[config.mk]
export PLATFORM = sky130hd
export DESIGN_NAME = lpwm_bank
export DESIGN_NICKNAME = d
export VERILOG_FILES = /design/src/common/lpwm_pkg.sv /design/src/rtl/lpwm_bank.sv /design/src/rtl/lpwm_timebase.sv
export SDC_FILE = /design/constraint.sdc
export NUM_CORES = 2
export LEC_CHECK = 0
export ABC_CLOCK_PERIOD_IN_PS = 6400
export BUFFER_PORTS_ARGS = -buffer_cell sky130_fd_sc_hd__buf_4
export CELL_PAD_IN_SITES_DETAIL_PLACEMENT = 1
export CELL_PAD_IN_SITES_GLOBAL_PLACEMENT = 1
export CORE_MARGIN = 2
export CORE_UTILIZATION = 53
export CTS_CLUSTER_SIZE = 20
export DETAILED_ROUTE_END_ITERATION = 10
export HOLD_SLACK_MARGIN = 0.03
export PLACE_DENSITY = 0.9
export SLEW_MARGIN = 20
export SYNTH_ARGS = -nofsm -noshare
export SYNTH_HDL_FRONTEND = slang
export SYNTH_SLANG_ARGS = --single-unit
[constraint.sdc]
create_clock -name ref_clk -period 6.4 [get_ports ref_clk]
set_clock_uncertainty 0.05 [all_clocks]
set_input_delay 1.28 -clock ref_clk [delete_from_list [all_inputs] [get_ports ref_clk]]
set_output_delay 1.28 -clock ref_clk [all_outputs]
set_load 0.02 [all_outputs]
[src/common/lpwm_pkg.sv]
// constants for the led pwm channel bank
package lpwm_pkg;
  // clock and pwm timing
  localparam int          CLK_HZ        = 200_000_000;
  localparam int          FREQ_LOW_HZ   = 3000;
  localparam int          FREQ_HIGH_HZ  = 22000;
  localparam int          PWM_STEPS     = 256;
  localparam int          STEP_LOW_INT  = CLK_HZ / (FREQ_LOW_HZ * PWM_STEPS);
  localparam int          STEP_HIGH_INT = CLK_HZ / (FREQ_HIGH_HZ * PWM_STEPS);
  localparam logic [8:0]  STEP_CYC_LOW  = STEP_LOW_INT[8:0];
  localparam logic [8:0]  STEP_CYC_HIGH = STEP_HIGH_INT[8:0];
  localparam logic [7:0]  PWM_LAST      = 8'hff;
  // channel count
  localparam int          NUM_CH        = 36;
  // register offsets
  localparam logic [7:0]  SHUTDOWN_OFS  = 8'h00;
  localparam logic [7:0]  DUTY_BASE     = 8'h01;
  localparam logic [7:0]  DUTY_LAST     = 8'h24;
  localparam logic [7:0]  UPDATE_OFS    = 8'h25;
  localparam logic [7:0]  CTRL_BASE     = 8'h26;
  localparam logic [7:0]  CTRL_LAST     = 8'h49;
  localparam logic [7:0]  GLOBAL_OFS    = 8'h4a;
  localparam logic [7:0]  FREQ_OFS      = 8'h4b;
  localparam logic [7:0]  RESET_OFS     = 8'h4f;
  // command key and field layout
  localparam logic [7:0]  CMD_KEY       = 8'h00;
  localparam int          CTRL_EN_BIT   = 0;
  localparam int          SCALE_LSB     = 1;
  localparam int          SCALE_MSB     = 2;
  localparam int          FLAG_BIT      = 0;
  // reset values
  localparam logic [7:0]  DUTY_RST      = 8'h00;
  localparam logic [2:0]  CTRL_RST      = 3'h0;
  localparam logic        FLAG_RST      = 1'b0;
endpackage : lpwm_pkg

[src/rtl/lpwm_bank.sv]
// register bank and pwm outputs for 36 led channels
//
// What this block does
// - 36 eight-bit duty registers, reset zero
// - output on for duty/256 of period
// - duty at 01h-24h, control at 26h-49h
// - duty and control writes land in shadow storage first
// - writing zero to 25h copies shadows
// - control bit0 enables channel, resets zero
// - bits 2:1 scale current 1,1/2,1/3,1/4
// - 4Ah bit0 set turns every led output off
// - 4Bh bit0 picks 3kHz or 22kHz
// - writing zero to 4Fh restores defaults
// - power-up reset loads all defaults
// - 00h bit0 zero means software shutdown
// - low shutdown pin darkens, keeps registers
// - all channels share one timebase
`timescale 1ns/1ps
`default_nettype none
module lpwm_bank
  import lpwm_pkg::*;
(
  input  wire logic                ref_clk,
  input  wire logic                rst_n,
  input  wire logic                reg_wr_en,
  input  wire logic [7:0]          reg_addr,
  input  wire logic [7:0]          reg_wdata,
  input  wire logic                shutdown_pin_n,
  output logic      [NUM_CH-1:0]   led_outputs,
  output logic      [2*NUM_CH-1:0] current_scale
);
  logic [7:0] shadow_duty [NUM_CH];
  logic [7:0] active_duty [NUM_CH];
  logic [7:0] period_duty [NUM_CH];
  logic [2:0] shadow_ctrl [NUM_CH];
  logic [2:0] active_ctrl [NUM_CH];
  logic [2:0] period_ctrl [NUM_CH];
  logic       soft_shutdown_n;
  logic       global_off;
  logic       pwm_freq_select;
  logic       pin_meta;
  logic       pin_sync;
  logic       duty_hit;
  logic       ctrl_hit;
  logic       update_hit;
  logic       soft_rst_hit;
  logic [7:0] duty_idx;
  logic [7:0] ctrl_idx;
  logic [7:0] pwm_count;
  logic       period_end;
  logic       run;

  // address decode of the write port
  assign duty_hit     = reg_wr_en && (reg_addr >= DUTY_BASE) && (reg_addr <= DUTY_LAST);
  assign ctrl_hit     = reg_wr_en && (reg_addr >= CTRL_BASE) && (reg_addr <= CTRL_LAST);
  assign duty_idx     = reg_addr - DUTY_BASE;
  assign ctrl_idx     = reg_addr - CTRL_BASE;
  assign update_hit   = reg_wr_en && (reg_addr == UPDATE_OFS) && (reg_wdata == CMD_KEY);
  assign soft_rst_hit = reg_wr_en && (reg_addr == RESET_OFS) && (reg_wdata == CMD_KEY);
  // any shutdown source darkens outputs but leaves registers alone
  assign run          = soft_shutdown_n && pin_sync && !global_off;

  // shutdown pin synchroniser
  always_ff @(posedge ref_clk or negedge rst_n)
  begin
    if (!rst_n)
    begin
      pin_meta <= 1'b0;
      pin_sync <= 1'b0;
    end
    else
    begin
      pin_meta <= shutdown_pin_n;
      pin_sync <= pin_meta;
    end
  end

  // single-bit global registers
  always_ff @(posedge ref_clk or negedge rst_n)
  begin
    if (!rst_n)
    begin
      soft_shutdown_n <= FLAG_RST;
      global_off      <= FLAG_RST;
      pwm_freq_select <= FLAG_RST;
    end
    else if (soft_rst_hit)
    begin
      soft_shutdown_n <= FLAG_RST;
      global_off      <= FLAG_RST;
      pwm_freq_select <= FLAG_RST;
    end
    else if (reg_wr_en)
    begin
      if (reg_addr == SHUTDOWN_OFS)
        soft_shutdown_n <= reg_wdata[FLAG_BIT];
      if (reg_addr == GLOBAL_OFS)
        global_off <= reg_wdata[FLAG_BIT];
      if (reg_addr == FREQ_OFS)
        pwm_freq_select <= reg_wdata[FLAG_BIT];
    end
  end

  // one timebase for every channel
  lpwm_timebase u_timebase (
    .ref_clk         (ref_clk),
    .rst_n           (rst_n),
    .clear           (soft_rst_hit),
    .pwm_freq_select (pwm_freq_select),
    .pwm_count       (pwm_count),
    .period_end      (period_end)
  );

  // per channel: shadow, active and period copies plus the output
  for (genvar ch = 0; ch < NUM_CH; ch++)
  begin : g_ch
    // shadow storage written by the host
    always_ff @(posedge ref_clk or negedge rst_n)
    begin
      if (!rst_n)
      begin
        shadow_duty[ch] <= DUTY_RST;
        shadow_ctrl[ch] <= CTRL_RST;
      end
      else if (soft_rst_hit)
      begin
        shadow_duty[ch] <= DUTY_RST;
        shadow_ctrl[ch] <= CTRL_RST;
      end
      else
      begin
        if (duty_hit && duty_idx == 8'(ch))
          shadow_duty[ch] <= reg_wdata;
        if (ctrl_hit && ctrl_idx == 8'(ch))
          shadow_ctrl[ch] <= reg_wdata[SCALE_MSB:CTRL_EN_BIT];
      end
    end

    // active copy loaded only by the update command
    always_ff @(posedge ref_clk or negedge rst_n)
    begin
      if (!rst_n)
      begin
        active_duty[ch] <= DUTY_RST;
        active_ctrl[ch] <= CTRL_RST;
      end
      else if (soft_rst_hit)
      begin
        active_duty[ch] <= DUTY_RST;
        active_ctrl[ch] <= CTRL_RST;
      end
      else if (update_hit)
      begin
        active_duty[ch] <= shadow_duty[ch];
        active_ctrl[ch] <= shadow_ctrl[ch];
      end
    end

    // period copy taken at the period boundary to avoid glitches
    always_ff @(posedge ref_clk or negedge rst_n)
    begin
      if (!rst_n)
      begin
        period_duty[ch] <= DUTY_RST;
        period_ctrl[ch] <= CTRL_RST;
      end
      else if (soft_rst_hit)
      begin
        period_duty[ch] <= DUTY_RST;
        period_ctrl[ch] <= CTRL_RST;
      end
      else if (period_end)
      begin
        period_duty[ch] <= active_duty[ch];
        period_ctrl[ch] <= active_ctrl[ch];
      end
    end

    // output on while count below duty; scale passed to the driver
    always_ff @(posedge ref_clk or negedge rst_n)
    begin
      if (!rst_n)
      begin
        led_outputs[ch]            <= 1'b0;
        current_scale[2*ch +: 2]   <= 2'h0;
      end
      else
      begin
        led_outputs[ch] <= run && period_ctrl[ch][CTRL_EN_BIT]
                           && (pwm_count < period_duty[ch]);
        current_scale[2*ch +: 2] <= period_ctrl[ch][SCALE_MSB:SCALE_LSB];
      end
    end
  end
endmodule : lpwm_bank
`default_nettype wire

[src/rtl/lpwm_timebase.sv]
// shared pwm step counter with selectable step rate
`timescale 1ns/1ps
`default_nettype none
module lpwm_timebase
  import lpwm_pkg::*;
(
  input  wire logic       ref_clk,
  input  wire logic       rst_n,
  input  wire logic       clear,
  input  wire logic       pwm_freq_select,
  output logic      [7:0] pwm_count,
  output logic            period_end
);
  logic [8:0] presc;
  logic [8:0] step_limit;
  logic       step_tick;

  // step length picks the period: 256 steps per period
  assign step_limit = pwm_freq_select ? STEP_CYC_HIGH : STEP_CYC_LOW;
  assign step_tick  = (presc >= step_limit - 9'h001);
  assign period_end = step_tick && (pwm_count == PWM_LAST);

  // prescaler, one enable pulse per pwm step
  always_ff @(posedge ref_clk or negedge rst_n)
  begin
    if (!rst_n)
      presc <= 9'h000;
    else if (clear || step_tick)
      presc <= 9'h000;
    else
      presc <= presc + 9'h001;
  end

  // pwm position within the period, wraps after 256 steps
  always_ff @(posedge ref_clk or negedge rst_n)
  begin
    if (!rst_n)
      pwm_count <= 8'h00;
    else if (clear)
      pwm_count <= 8'h00;
    else if (step_tick)
      pwm_count <= pwm_count + 8'h01;
  end
endmodule : lpwm_timebase
`default_nettype wire

* Yosys cells after proc, flatten, opt, wreduce, memory -nomap -nowiden
Index checks and enable logic that the tools add are counted.
** Cells by class
- Order comparisons :: 41
- Add/subtract/negate cells :: 5
- Reductions and logical operators :: 243
- Eq/ne operators :: 75
- Multiplexer cells :: 445
** Operators with widths (count)
- two-way mux 8 bit :: 218
- two-way mux 3 bit :: 216
- less-than comparator 8 bit :: 36
- == test 8 x 5 -> 1 bit (second input constant) :: 32
- nonzero test 2 bit :: 79
- logical AND 1 bit :: 155
- == test 8 x 4 -> 1 bit (second input constant) :: 16
- == test 8 x 6 -> 1 bit (second input constant) :: 9
- == test 8 x 3 -> 1 bit (second input constant) :: 8
- == test 8 x 2 -> 1 bit (second input constant) :: 4
- logical NOT 8 bit :: 4
- == test 8 x 7 -> 1 bit (second input constant) :: 3
- two-way mux 9 bit :: 2
- == test 8 x 1 -> 1 bit (second input constant) :: 2
- adder 9 x 1 -> 9 bit (second input constant) :: 1
- >= comparator 9 bit :: 1
- two-way mux 1 bit :: 9
- subtractor 9 x 1 -> 9 bit (second input constant) :: 1
- adder 8 x 1 -> 8 bit (second input constant) :: 1
- == test 8 bit (second input constant) :: 1
- >= comparator 8 x 1 -> 1 bit (second input constant) :: 1
- >= comparator 8 x 6 -> 1 bit (second input constant) :: 1
- less-or-equal comparator 8 x 6 -> 1 bit (second input constant) :: 1
- less-or-equal comparator 8 x 7 -> 1 bit (second input constant) :: 1
- 5 further kinds :: 7
** Word-level totals
- Output and inout port bits :: 108
- Word-level logic and storage cells :: 1104
- Flip-flop bits (word level) :: 1318

* Longest topological paths before layout
- Depth in word-level cells :: 6
- Mapped depth :: 13

* Modules after synthesis
A second synthesis with hierarchy kept.
** Second synthesis, totals
- Cells, all modules :: 5771
- Area total of the unflattened synthesis :: 58342.2 um^2
** By module, submodules not included
- lpwm_bank :: cells each 5680, instances 1, area each 57397.5 um^2
- lpwm_timebase :: cells each 91, instances 1, area each 944.7 um^2

* Least setup slack after synthesis
No wires, ideal clock.
- Path kind :: input-to-reg
- Start point :: input port reg_addr[2]
- End point :: register shadow_duty[229] (netlist bit)
- Path buffers :: 4
- Arrival time :: 3.537 ns
- Stages on the path :: 11
- Data required time :: 6.214 ns
- Path slack :: 2.677 ns
- Path through :: buf_2 -> buf_2 -> inv_1 -> ha_1 -> clkbuf_1 -> nor4b_2 -> xnor2_1 -> nand3_2 -> nor3_1 -> clkbuf_1 -> o21ai_0
** On the way
- Longest elaborated chain between the ends :: 5
- Elaborated cells on any way between the ends :: 12
- Those cells by class :: 1 x add/sub; 2 x order compare; 2 x eq/ne; 1 x mux; 6 x reduce/logical
** RTL lines
- start: declaration :: line lpwm_bank.sv:26 : input wire logic [7:0] reg_addr,
- branches (longest 5 deep; another with subtractor 8 x 1 -> 8 bit)
- end signal: indexed assignment :: line lpwm_bank.sv:133 : shadow_duty[ch] <= reg_wdata;
- end: declaration :: line lpwm_bank.sv:32 : logic [7:0] shadow_duty [NUM_CH];
Parallel ways; which one is timed is not known.
A chain may end at the register's enable or synchronous reset.

* Final worst setup path
- Start point :: input port reg_wdata[1]
- End point :: register period_duty[255] (netlist bit)
** On the way
- Longest elaborated chain between the ends :: 3
- Elaborated cells on any way between the ends :: 4
- Those cells by class :: 1 x mux; 3 x reduce/logical
** RTL lines
- start: declaration :: line lpwm_bank.sv:27 : input wire logic [7:0] reg_wdata,
- logical NOT 8 bit (*) :: line lpwm_bank.sv:59 : assign soft_rst_hit = reg_wr_en && (reg_addr == RESET_OFS) && (reg_wdata == CMD_KEY);
- logical AND 1 bit (*) :: line lpwm_bank.sv:59
- two-way mux 8 bit or nonzero test 2 bit (tied branches)
- end signal: indexed assignment :: line lpwm_bank.sv:174 : period_duty[ch] <= active_duty[ch];
- end: declaration :: line lpwm_bank.sv:34 : logic [7:0] period_duty [NUM_CH];
Every way passes the cells marked *; elsewhere a longest branch is shown, timed or not.

==> results.md <==
- Hold Slack: between 0.3 and 0.4 ns
- Starting density of the core: 53.63%
- Count of input and output buffers: 127
- Max Root-Sink Buffers: 3
- Die width: about 340 um
- Total GRT Usage: 34.12%
- F_max: 231.6 MHz
- Max_cap viols: 0
- DR WL/cell: 25.16 um
- Area growth, synth to finish: 10.24%
- # rows: 123
- Clk sink count: 1318
- Netlist area before placement: between 0.06 and 0.07 mm^2
- Chip Height: ~340 um
- R2R setup slack: between 2 and 2.5 ns
- Grt ovf: 0
- Crit path capture type: flop
- CTS clk-pin slew, worst paths: about 0.060 ns
- Launch point of the worst reg-to-reg path: u_timebase.pwm_count[2]$_DFFE_PN0N_
- Yosys warns: 0
- Yosys cell types: 64
- Worst hold stages: 0
- VDD IR max: 0.2516 mV
- H-Tree Level Count: 4
- Mapped Cells: about 6300
- Floorplan die area: between 0.1 and 0.15 mm^2
- Clk_lat worst skew: 0.78 ns
- Synth Flop Type: dfrtp_1
- Synth Net Count: roughly 6600
- Synth area leader: dfrtp_1
- CORE AREA: about 0.11 mm^2
- Clock period minus worst slack: 4.317 ns
- Final Hold Vio Count: 0
- Area contributors post-synth: dfrtp_1 55%, nand2_1 14%, mux2i_1 8.5%, ha_1 5.4%, a21oi_1 3.9%
- Initial antenna violation count: 7
- Final WL: approximately 200000 um
- PostCTS Resize Cnt: 0
- DR pass1 iterations: 5
- Post-route ant nets: 0
- Path depth of the worst reg2reg path: 6
- Worst EP required: roughly 6.9 ns
- DP HPWL: about 100000 um
- Nets: roughly 6500
- Min-delay worst type: reg -> reg
- Async set-or-reset flop fraction in the synthesized netlist: 100.0%
- Power Density: roughly 300 mW/mm^2
- Clock root cell: clkbuf_16
- CP max FO: a little under 200
- Crit Path Class: in -> reg
- Worst slew pin tran: around 1.3 ns
- IO Pins: 128
- Register bit total from synthesis: 1318
- Register area share after synthesis: between 50 and 60%
- Pins over their slew limit: 0
- Critical-path cell list: buf_4, nor4_1, nand4_1, or4_4, buf_12, nand2_1, mux2i_1
- Setup TNS: 0 ns
- Final setup fails: 0
- Vias per inst: 6.108
- CP Launch Point: reg_wdata[1]
- Status: completed
- Worst path max stage delay: 1.00 ns
- Slowest cell on crit path: or4_4
- Vias in the first global route: approximately 53000
- DRC violations left: 0
- Post-synth EDFFs: 0
- Worst hold start: pin_meta$_DFF_PN0_
- Avg Inst Size Synth: roughly 9.6 um^2
- Clock tree from TritonCTS: yes
- Placer Congestion: 0.8262
- WHS Endpoint: pin_sync$_DFF_PN0_
- Num CTS Buffers: between 100 and 150
- Arr. time, crit path: about 4.9 ns
- Yosys top cell area share: a little over half
- Final period utilization: 67.46%
- CP Launch Type: primary input
- Routed vias: 47990
- Capturing point of the worst reg2reg path: period_ctrl[78]$_DFFE_PN0P_
- Hold Buf Count CTS: 0
- Rel. slew slack: 13.88%
- RSZ-0062 raised after global routing: false
- Post-CTS setup buffers: 0
- Largest net degree at the start of global routing: roughly 190
- P_leak: 29.27 nW
- Global-route wire length before repair: roughly 310000 um
- Initial DRC count: approximately 4300
- Share of cells above drive strength 1: roughly 7.4%
layout by cell type, fill, tap and decap left out, types with 8 or more instances in the layout:
master	n
a21o_1	73
a21oi_1	476
a31o_1	8
a31oi_1	37
buf_12	30
buf_4	162
bufinv_16	11
clkbuf_1	26
clkbuf_16	149
clkbuf_8	27
clkinv_2	27
dfrtp_1	1311
ha_1	259
inv_1	263
mux2i_1	515
nand2_1	2334
nand2b_1	46
nand3_1	17
nand4_1	13
nand4b_1	37
nor2_1	74
nor2b_1	9
nor3_1	8
nor4_4	9
o21ai_0	275
o21ai_1	39
xor2_1	9
synth_stat cells (all sizes together) (4+ instances only):
library cell / count
o211ai: 6
a32oi: 4
dfrtp: 1318
nand3: 18
a21oi: 476
nand4: 15
xnor2: 7
a21o: 73
inv: 266
mux2i: 515
a31oi: 37
o31ai: 4
or4: 7
buf: 267
clkbuf: 131
nor3: 15
nor4b: 5
nor2: 76
nand2: 2336
o21ai: 314
xor2: 9
o21a: 5
ha: 259
nor4: 14
a31o: 8
nand2b: 46
nor2b: 10
nand4b: 37
layer usage:
layer	vias to the layer above	track usage, %	routed length [um]
met4	14	19.92	12300
met2	1957	55.70	94630
met5	-	0	90
li1	20400	-	-
met1	24810	42.26	76940
met3	806	6.885	13730
worst max path at each step:
stage | endpoint | slack [ns] | cells after the start
floorplan | shadow_duty[229]$_DFFE_PN0P_ | 2.68 | 11
global placement | shadow_duty[239]$_DFFE_PN0P_ | 1.68 | 7
detailed placement | active_ctrl[64]$_DFFE_PN0P_ | 1.53 | 6
CTS | active_ctrl[64]$_DFFE_PN0P_ | 2.29 | 6
global route | active_ctrl[64]$_DFFE_PN0P_ | 2.02 | 6
finish | period_duty[255]$_DFFE_PN0P_ | 2.08 | 7
kinds of logic (layout without fill, tap and decap cells):
group / Yosys count / after routing / share of synthesized area, %
buf+inv: 667 / 711 / 5.634
compound gates: 939 / 939 / 8.364
other cells: 0 / 4 / 0
mux: 516 / 516 / 8.539
flops: 1318 / 1318 / 54.52
xor+xnor: 16 / 16 / 0.2316
simple gates: 2594 / 2594 / 17.36
fa+ha+maj: 259 / 259 / 5.357
worst max-delay path: cells and delay by family:
kind,cells,cell delay (ns)
and+or+nand+nor,4,2.53
buffers and inverters,2,0.63
muxes,1,0.12
sequential cells by signal (all words and copies together) (netlist names):
name and count:
global_off 1, u_timebase.pwm_count 8, shadow_duty 288, u_timebase.presc 9, period_ctrl 108, pwm_freq_select 1
current_scale 72, led_outputs 36, period_duty 288, pin_meta 1, soft_shutdown_n 1, active_duty 288
pin_sync 1, shadow_ctrl 108, active_ctrl 108
where the power goes:
group / internal (mW) / switching (mW) / leakage (nW)
logic: 0.906 / 1.49 / 8.56
clock network: 5.00 / 3.52 / 2.35
registers: 8.42 / 0.486 / 18.4
per-stage QoR:
| stage | util, % | setup slack, ns | cells | instance area [um^2] | power, mW |
|---|---|---|---|---|---|
| 6_report | 59.12 | 2.083 | 7857 | 66690 | 19.82 |
| 5_1_grt | 59.11 | 2.025 | 7853 | 66680 | 20.42 |
| 4_1_cts | 59.10 | 2.285 | 7852 | 66670 | 19.81 |
| 3_5_place_dp | 54.89 | 1.529 | 7604 | 61920 | 11.20 |
| 3_3_place_gp | 54.89 | 1.680 | 7604 | 61920 | 10.95 |
| 2_1_floorplan | - | 2.677 | 6309 | 60500 | 10.02 |
final cells by class:
cell class	count	area [um^2]
fill	12330	46110
antenna	4	10.01
inverter	269	1011
sequential	1318	33010
tap	1500	1877
timing repair buffer	194	1856
clock inverter	46	550.5
clock buffer	202	4198
multi-input combinational	4324	24180
No activity file was read; power rests on OpenSTA's default activity.
